===== src/lcr_note_end.sv =====
// empty file: no logic of the cell lives here


===== src/lcr_pkg.sv =====
// package: modes, source selects and reset values of the logic cell register
package lcr_pkg;
   typedef enum logic [2:0] {
      LCR_MODE_PRESET_CLEAR,
      LCR_MODE_LOAD_CLEAR,
      LCR_MODE_LOAD_PRESET,
      LCR_MODE_LOAD_ONLY,
      LCR_MODE_CLEAR_ONLY
   } lcr_mode_t;

   typedef enum logic [1:0] {
      LCR_SRC_GLOBAL,
      LCR_SRC_PIN,
      LCR_SRC_LOGIC
   } lcr_src_t;

   // one candidate of each kind for a control or clock input
   typedef struct packed {
      logic from_global;
      logic from_pin;
      logic from_logic;
   } lcr_cand_t;

   localparam logic LCR_Q_RST = 1'b0;
   localparam logic LCR_CLK_PREV_RST = 1'b0;
   localparam logic LCR_OVR_RST = 1'b0;
   localparam logic LCR_TIED_HIGH = 1'b1;
   // number of source pickers and the place of each selected input among them
   localparam int LCR_NUM_SEL = 3;
   localparam int LCR_SEL_CLK = 0;
   localparam int LCR_SEL_CTL1 = 1;
   localparam int LCR_SEL_CTL2 = 2;
endpackage


===== src/lcr_cell.sv =====
// logic cell register with selectable asynchronous control modes
`timescale 1ns/1ns
`default_nettype none
// What this block does
// - in preset-and-clear mode the first row control presets and the second clears.
// - in preset-and-clear mode the third lookup input is taken as one, so the first control loads a one.
// - in load-with-clear mode the first control loads the third lookup input via preset and clear.
// - in load-with-clear mode the second control clears only and never reaches the preset path.
// - in load-with-preset mode data into and out of the register are inverted, so clear acts as preset.
// - in load-with-preset mode the second control presets and the first control loads.
// - in load-with-preset mode the third lookup input is inverted so the loaded value shows uninverted.
// - in load-only mode only the first control acts, loading the third lookup input.
// - in clear-only mode either row control clears and preset stays inactive.
// - clock, clear and preset sources each select among global, pin or internal logic.
module lcr_cell (
   input wire logic clk,
   input wire logic sys_rst,
   input wire logic clk_en,
   input wire lcr_pkg::lcr_mode_t mode,
   input wire lcr_pkg::lcr_src_t clk_sel,
   input wire lcr_pkg::lcr_src_t ctl1_sel,
   input wire lcr_pkg::lcr_src_t ctl2_sel,
   input wire lcr_pkg::lcr_cand_t clk_cand,
   input wire lcr_pkg::lcr_cand_t ctl1_cand,
   input wire lcr_pkg::lcr_cand_t ctl2_cand,
   input wire logic lookup_input_third,
   input wire logic data_in,
   output logic q_out,
   output logic override_out
);
   logic q_r;
   logic q_nxt;
   logic clk_prev_r;
   logic clk_prev_nxt;
   logic ovr_r;
   logic ovr_nxt;

   wire logic [lcr_pkg::LCR_NUM_SEL*$bits(lcr_pkg::lcr_src_t)-1:0] sel_bus;
   wire logic [lcr_pkg::LCR_NUM_SEL*$bits(lcr_pkg::lcr_cand_t)-1:0] cand_bus;
   wire logic [lcr_pkg::LCR_NUM_SEL-1:0] src_level;
   logic reg_clk;
   logic row_control_first;
   logic row_control_second;

   logic tick;
   logic inv;
   logic mode_pc;
   logic mode_lc;
   logic mode_lp;
   logic mode_lo;
   logic mode_co;

   logic load_req;
   logic load_phys;
   logic load_pre;
   logic load_clr;
   logic side_clr;
   logic phys_q;
   logic phys_d;
   logic phys_nxt;
   logic phys_pre;
   logic phys_clr;

   // one picker per selected input: register clock, first and second control
   assign sel_bus = {ctl2_sel, ctl1_sel, clk_sel};
   assign cand_bus = {ctl2_cand, ctl1_cand, clk_cand};

   for (genvar gi = 0; gi < lcr_pkg::LCR_NUM_SEL; gi++) begin : g_src
      wire logic [$bits(lcr_pkg::lcr_src_t)-1:0] sel_one;
      wire lcr_pkg::lcr_cand_t cand_one;
      logic level_one;
      assign sel_one = sel_bus[gi*$bits(lcr_pkg::lcr_src_t) +: $bits(lcr_pkg::lcr_src_t)];
      assign cand_one = cand_bus[gi*$bits(lcr_pkg::lcr_cand_t) +: $bits(lcr_pkg::lcr_cand_t)];
      always_comb begin
         unique case (sel_one)
            lcr_pkg::LCR_SRC_GLOBAL: begin
               level_one = cand_one.from_global;
            end
            lcr_pkg::LCR_SRC_PIN: begin
               level_one = cand_one.from_pin;
            end
            lcr_pkg::LCR_SRC_LOGIC: begin
               level_one = cand_one.from_logic;
            end
            // the spare select code has no source behind it and reads as a quiet input
            default: begin
               level_one = 1'b0;
            end
         endcase
      end
      assign src_level[gi] = level_one;
   end

   assign reg_clk = src_level[lcr_pkg::LCR_SEL_CLK];
   assign row_control_first = src_level[lcr_pkg::LCR_SEL_CTL1];
   assign row_control_second = src_level[lcr_pkg::LCR_SEL_CTL2];

   // one-hot mode flags; spare codes leave all low and so drive no path
   always_comb begin
      mode_pc = (mode == lcr_pkg::LCR_MODE_PRESET_CLEAR);
      mode_lc = (mode == lcr_pkg::LCR_MODE_LOAD_CLEAR);
      mode_lp = (mode == lcr_pkg::LCR_MODE_LOAD_PRESET);
      mode_lo = (mode == lcr_pkg::LCR_MODE_LOAD_ONLY);
      mode_co = (mode == lcr_pkg::LCR_MODE_CLEAR_ONLY);
      // only load-with-preset keeps the stored bit inverted
      inv = mode_lp;
   end

   // row controls turned into the physical preset and clear paths
   always_comb begin
      load_req = 1'b0;
      load_phys = 1'b0;
      side_clr = 1'b0;
      unique case (1'b1)
         mode_pc: begin
            // a preset here is a load of a constant one
            load_req = row_control_first;
            load_phys = lcr_pkg::LCR_TIED_HIGH;
            side_clr = row_control_second;
         end
         mode_lc: begin
            load_req = row_control_first;
            load_phys = lookup_input_third;
            side_clr = row_control_second;
         end
         mode_lp: begin
            // the stored bit is inverted, so the loaded value is inverted to match
            load_req = row_control_first;
            load_phys = ~lookup_input_third;
            side_clr = row_control_second;
         end
         mode_lo: begin
            // the second control has no path into a load-only cell
            load_req = row_control_first;
            load_phys = lookup_input_third;
            side_clr = 1'b0;
         end
         mode_co: begin
            load_req = 1'b0;
            load_phys = 1'b0;
            side_clr = row_control_first | row_control_second;
         end
         default: begin
            load_req = 1'b0;
            load_phys = 1'b0;
            side_clr = 1'b0;
         end
      endcase
      // a load drives exactly one of the two physical paths
      load_pre = load_req & load_phys;
      load_clr = load_req & ~load_phys;
      phys_pre = load_pre;
      phys_clr = load_clr | side_clr;
   end

   // stored-bit group
   always_comb begin
      // the selected clock is a sampled level, so a rising edge acts at the first system clock edge that samples it high
      tick = reg_clk & ~clk_prev_r;
      phys_q = inv ? ~q_r : q_r;
      phys_d = inv ? ~data_in : data_in;
      // clear wins when both paths are driven, matching a clear-dominant cell
      // a tick lost under an override is not replayed later
      if (phys_clr) begin
         phys_nxt = 1'b0;
      end else if (phys_pre) begin
         phys_nxt = 1'b1;
      end else if (tick) begin
         phys_nxt = phys_d;
      end else begin
         phys_nxt = phys_q;
      end
      q_nxt = inv ? ~phys_nxt : phys_nxt;
   end

   // q_r keeps the logical value, so a mode change never flips what is stored
   always_ff @(posedge clk) begin
      if (sys_rst) begin
         q_r <= lcr_pkg::LCR_Q_RST;
      end else if (clk_en) begin
         q_r <= q_nxt;
      end
   end

   // clock sampler group; limitation: a selected clock above half the system rate is missed
   always_comb begin
      clk_prev_nxt = reg_clk;
   end

   always_ff @(posedge clk) begin
      if (sys_rst) begin
         clk_prev_r <= lcr_pkg::LCR_CLK_PREV_RST;
      end else if (clk_en) begin
         clk_prev_r <= clk_prev_nxt;
      end
   end

   // override group: one flag per cycle in which a preset or clear path acted
   always_comb begin
      ovr_nxt = phys_clr | phys_pre;
   end

   always_ff @(posedge clk) begin
      if (sys_rst) begin
         ovr_r <= lcr_pkg::LCR_OVR_RST;
      end else if (clk_en) begin
         ovr_r <= ovr_nxt;
      end
   end

   // both outputs come straight from flops
   assign q_out = q_r;
   assign override_out = ovr_r;
endmodule
`default_nettype wire


===== config.mk =====
export PLATFORM = sky130hd
export DESIGN_NAME = lcr_cell
export DESIGN_NICKNAME = d
export VERILOG_FILES = /design/src/lcr_note_end.sv /design/src/lcr_pkg.sv /design/src/lcr_cell.sv
export SDC_FILE = /design/constraint.sdc
export NUM_CORES = 1
export LEC_CHECK = 0
export BUFFER_PORTS_ARGS = -buffer_cell sky130_fd_sc_hd__buf_4
export CAP_MARGIN = 20
export CORE_AREA = 2 2 39 41
export DETAILED_ROUTE_END_ITERATION = 8
export DIE_AREA = 0 0 41 43
export PLACE_DENSITY = 0.63
export SKIP_LAST_GASP = 1
export SLEW_MARGIN = 20
export SYNTH_ARGS = -nofsm -noshare
export SYNTH_HDL_FRONTEND = slang
export SYNTH_SLANG_ARGS = --single-unit

===== constraint.sdc =====
create_clock -name clk -period 1.2 [get_ports clk]
set_input_delay 0.24 -clock clk [delete_from_list [all_inputs] [get_ports clk]]
set_output_delay 0.24 -clock clk [all_outputs]
set_load 0.01 [all_outputs]

==> metrics.cfg, run 1 <==
[outcome]
outcome=finished clean

[sta]
slew_headroom=0.835
setup_tns_ns=0
fin_crit_sh=0.991
finalClockSkew_ns=0.0000123
fin_crit_ns=1.19
tightestPinTransition_ns=0.240
fin_ws_ns=0.0105
drv_slew=0
rsz0062_at_grt=true
finalSetupViolCount=0
report.final.hold_viol_count=0
fmax_ghz=0.841

[floorplan]
dieArea_sq_um=1760
rows=14
design.core.area_sq_um=1380
ioPinCount=25
die_h_um=43
fp.dieW_um=41
start_util=0.231

[finish]
areaGrowthSynthToFinish_pct=79.2
ff_latch_area_sq_um=60.1
antenna_cells=0
fillers=151
final_area_sq_um=572
final_cell_count_no_fill=84
drive_above_1_share=0.529
multiInputGateArea_sq_um=259
fin_nets=92

[cts]
cts_tree=built
clk_latency_ns=0.23
cts-root-buf=clkbuf_4
cts_max_level=1
cts_made_buffers=3
clkTransAtPathRegs_ns=0.04
cts_buffer_depth=2
clock-sinks=3
cts.hold.buffers_added=0

[worst_setup_path]
r2r-start=clk_prev_r$_SDFFE_PP0P_
cp_top_family=simple AND/OR/NAND/NOR gates
crit_required_ns=1.35
cp_max_fo=2
worst_ep_arrival_time_ns=1.34
reg2reg_to=q_out$_SDFFE_PP0P_
r2r_cells=3
cp_slowest_cell=or4b_4
path_class=in2reg
cp.depth=6
critPathLaunchType=input pin
crit_buf_inv=1
worstPathCellList=buf_4 > mux2i_2 > o21ai_4 > a21oi_2 > or4b_4 > a41oi_2
r2r_slack_ns=0.18
slowest_delay_ns=0.48
critPathLaunch=ctl1_sel[1]
cp-end-kind=flop

[route]
drc=0
ant_nets=0
viasPerCell=4.80
wire_per_inst_um=9.96
dr.pass1.iters=4
dr_total_vias=403
drt_iter0_drc=6
drt_wl_total_um=837

[logic_synthesis]
ys_top_cells_by_area=dfxtp_1, o21ai_4, mux2i_1
ys_seq_area_frac=0.188
synth_area_sq_um=319
yosys_most_used_dff=dfxtp_1
ys_types=23
syn_inst=37
synthesis.nets=60
yosysTopAreaCellShare=0.188
syn_area_per_cell_sq_um=8.62
yosys_warnings=0
async_reset_ff_frac=0
synth_largest_area_cell=dfxtp_1
synth.ff_latch_count=3
synth_enable_flop_cells=0

[hold_path]
min_to=override_out$_SDFFE_PP0P_
hold_start=sys_rst
min_path_cells=2
hold_path_class=in2reg

[pwr]
total_power_mw=0.456
peakVddDrop_v=0.000332
p_leak_nw=0.250
power_density_nw_per_um2=797

[grt]
grt_max_degree=7
grt_use_total=0.113
grt_pass1_vias=370
grt-ovfl-total=0
grt_pass1_wl_um=1390
antenna_found_initial=0

[place]
port-buffer-count=24
gp_congestion=0.699
pre_cts_slack_ns=-0.219
placed_cells=80
place_area_sq_um=546
hpwl_um=706

[run]
maxCapViolations=0

worst max path at each step:
stage / endpoint / slack [ns]
3_5_place_dp: q_out$_SDFFE_PP0P_ / -0.22
4_1_cts: q_out$_SDFFE_PP0P_ / 0.01
3_3_place_gp: q_out$_SDFFE_PP0P_ / -0.20
5_1_grt: q_out$_SDFFE_PP0P_ / -0.01
6_report: q_out$_SDFFE_PP0P_ / 0.01
2_1_floorplan: q_out$_SDFFE_PP0P_ / -0.10
power by group:
group	total (mW)	internal [mW]	switching, mW
clock	0.173	0.124	0.0489
sequential	0.114	0.108	0.00610
combinational	0.169	0.103	0.0662
total	0.456	0.335	0.121
final cells by class:
cell class,instances,share of cell area
Sequential cell,3,0.105
Clock buffer,4,0.0460
Inverter,1,0.00656
Timing Repair Buffer,27,0.354
Tap cell,16,0.0350
Multi-Input combinational cell,33,0.453
layout by cell type (no fill, tap or decap), types with 2 or more instances in the layout:
master     n
nand3b_1   3
dfxtp_1    3
o21ai_4    2
a21oi_1    3
mux2i_1    2
buf_4     27
nor2_1     3
o211ai_1   3
nand2_1    2
clkbuf_4   3
routing by layer:
layer / up-vias / wire length [um] / track usage
met4: 0 / 0 / 0.0400
li1: 208 / - / -
met5: - / 0 / 0
met1: 176 / 324 / 0.118
met3: 0 / 69 / 0.0314
met2: 19 / 444 / 0.200
worst register-to-register path, cell delays in order, from the launching register on:
cell and delay, ns:
dfxtp_1 0.32, o311ai_1 0.30, o211ai_1 0.16, a41oi_2 0.17
sequential cells by signal, indices dropped and copies added, names as in the netlist:
signal / count
clk_prev_r: 1
override_out: 1
q_out: 1
stage by stage:
step                utilization  hold slack, ns
floorplan                     -           0.309
global route              0.413           0.184
finish                    0.413           0.187
CTS                       0.413           0.184
global placement          0.394           0.421
detailed placement        0.394           0.423
cell families (layout without fill, tap and decap cells):
logic type             after synthesis  in the layout  share of synthesized area
AO/OA/AOI/OAI                       17             17                      0.459
buffers and inverters                1             32                     0.0118
flip-flops                           3              3                      0.188
multiplexers                         3              3                     0.0941
AND/OR/NAND/NOR                     13             13                      0.247
timing repair:
item | 4_1_cts | 5_1_grt
setup endpoints to repair | 0 | 1
buffers inserted | 0 | 0
gates resized for setup | 0 | 1
No activity file was read; power rests on OpenSTA's default activity.
==> run 2: changes to the inputs <==
--- a/config.mk
+++ b/config.mk
@@ -12,3 +12,4 @@
 export DIE_AREA = 0 0 41 43
-export PLACE_DENSITY = 0.63
+export PLACE_DENSITY = 0.61
+export SETUP_SLACK_MARGIN = 0.1
 export SKIP_LAST_GASP = 1
==> constraint.sdc (replaced) <==
create_clock -name clk -period 1.33 [get_ports clk]
set_input_delay 0.266 -clock clk [delete_from_list [all_inputs] [get_ports clk]]
set_output_delay 0.266 -clock clk [all_outputs]
set_load 0.005 [all_outputs]
==> metrics.cfg, run 2 (synthesis gave the netlist of run 1 again) <==
[route]
drt_iter0_drc=4
met1_length_um=347
ant_nets=0
dr_wl_met2_um=367
viasPerCell=4.80
wire_per_inst_um=9.75
met3_length_um=114
dr_total_vias=408
dr.max_layer_used=met3
drc=0
drt_wl_total_um=829
dr.pass1.iters=3

[finish]
final_cell_count_no_fill=85
final_core_utilization=0.419
antenna_cells=0
drive_above_1_share=0.536
fin_nets=93
layout_commonest_cell=buf_4
areaGrowthSynthToFinish_pct=81.6

[sta]
fin_crit_ns=1.21
rsz0062_at_grt=true
fmax_ghz=0.825
setup_tns_ns=0
fin_crit_sh=0.911
drv_slew=0
finalClockSkew_ns=0.0000366
report.final.hold_viol_count=0
finalSetupViolCount=0
slew_headroom=0.814
fin_hold_ws_ns=0.207
tightestPinTransition_ns=0.274

[worst_setup_path]
crit_required_ns=1.49
reg2reg_to=q_out$_SDFFE_PP0P_
critPathLaunchType=input pin
worst_ep_arrival_time_ns=1.37
r2r_slack_ns=0.30
cp_max_fo=2
cp-end-kind=flop
path_class=in2reg
r2r-start=clk_prev_r$_SDFFE_PP0P_
r2r_cells=3

[pwr]
swShare=0.266
p_leak_nw=0.255
p_seq_frac=0.246
p_sw_mw=0.111
total_power_mw=0.415
peakVddDrop_v=0.000211
p_int_mw=0.305
clockPowerShare=0.385
pwr-share-comb=0.368
power_density_nw_per_um2=717

[cts]
cts.hold.buffers_added=0
clock-sinks=3
cts_buffer_depth=2
cts_tree=built
clk_latency_ns=0.23
cts_made_buffers=3
cts-root-buf=clkbuf_4
clkTransAtPathRegs_ns=0.04
cts_max_level=1

[hold_path]
min_path_cells=2
min_to=clk_prev_r$_SDFFE_PP0P_
hold_path_class=in2reg
hold_start=sys_rst

[floorplan]
dieArea_sq_um=1760
design.core.area_sq_um=1380
start_util=0.231
fp.dieW_um=41
ioPinCount=25
die_h_um=43
rows=14

[grt]
grt_pass1_vias=334
grt_pass1_wl_um=1270
grt-ovfl-total=0
grt_use_total=0.107
antenna_found_initial=0
grt_max_degree=7

[place]
gp_congestion=0.786
hpwl_um=720
port-buffer-count=24
placed_cells=81

[run]
maxCapViolations=0

[outcome]
outcome=finished clean

run 2: cell count changes in the layout (fill, tap and decap cells not counted), sizes merged:
cell | previous run | this run
buf | 27 | 28
run 2: per-layer routing:
| layer | vias to the layer above | global-route usage |
|---|---|---|
| met5 | - | 0 |
| met4 | 0 | 0.0800 |
| met3 | 0 | 0.0366 |
| met2 | 23 | 0.153 |
| met1 | 175 | 0.125 |
| li1 | 210 | - |
run 2: power groups by stage:
stage | logic, mW | registers [mW] | clock network [mW]
3_3_place_gp | 0.152 | 0.104 | 0
5_1_grt | 0.167 | 0.103 | 0.179
4_1_cts | 0.154 | 0.102 | 0.168
6_report | 0.153 | 0.102 | 0.160
2_1_floorplan | 0.0609 | 0.103 | 0
3_5_place_dp | 0.153 | 0.104 | 0
run 2: worst max-delay path: stages:
cell	delay, ns
buf_4	0.12
mux2i_2	0.15
o21ai_4	0.16
a21oi_2	0.06
or4b_4	0.48
a41oi_2	0.13
run 2: cell type report:
class,count,area [sq um]
well taps,16,20.0
multi-input cells,33,259
clock buffers,4,26.3
flip-flops and latches,3,60.1
repair buffers,28,210
fillers,140,805
inverters,1,3.75
run 2: worst max path at each step:
stage	startpoint	end	slack (ns)	cells past startpoint
after floorplan	ctl1_sel[1]	q_out$_SDFFE_PP0P_	0.00002	5
after global placement	ctl1_sel[1]	q_out$_SDFFE_PP0P_	-0.11	6
after detailed placement	clk_sel[1]	q_out$_SDFFE_PP0P_	-0.14	6
after CTS	ctl1_sel[1]	q_out$_SDFFE_PP0P_	0.11	6
after global routing	ctl1_sel[1]	q_out$_SDFFE_PP0P_	0.09	6
final	ctl1_sel[1]	q_out$_SDFFE_PP0P_	0.12	6
run 2: stage by stage:
stage          setup slack (ns)  area [sq um]
2_1_floorplan         0.0000250           323
3_3_place_gp             -0.111           553
3_5_place_dp             -0.136           553
4_1_cts                   0.115           579
5_1_grt                  0.0879           579
6_report                  0.118           579
run 2: what timing repair did:
item,4_1_cts,5_1_grt
endpoints found under the setup margin,1,1
resized for setup,1,0
setup buffers,0,0
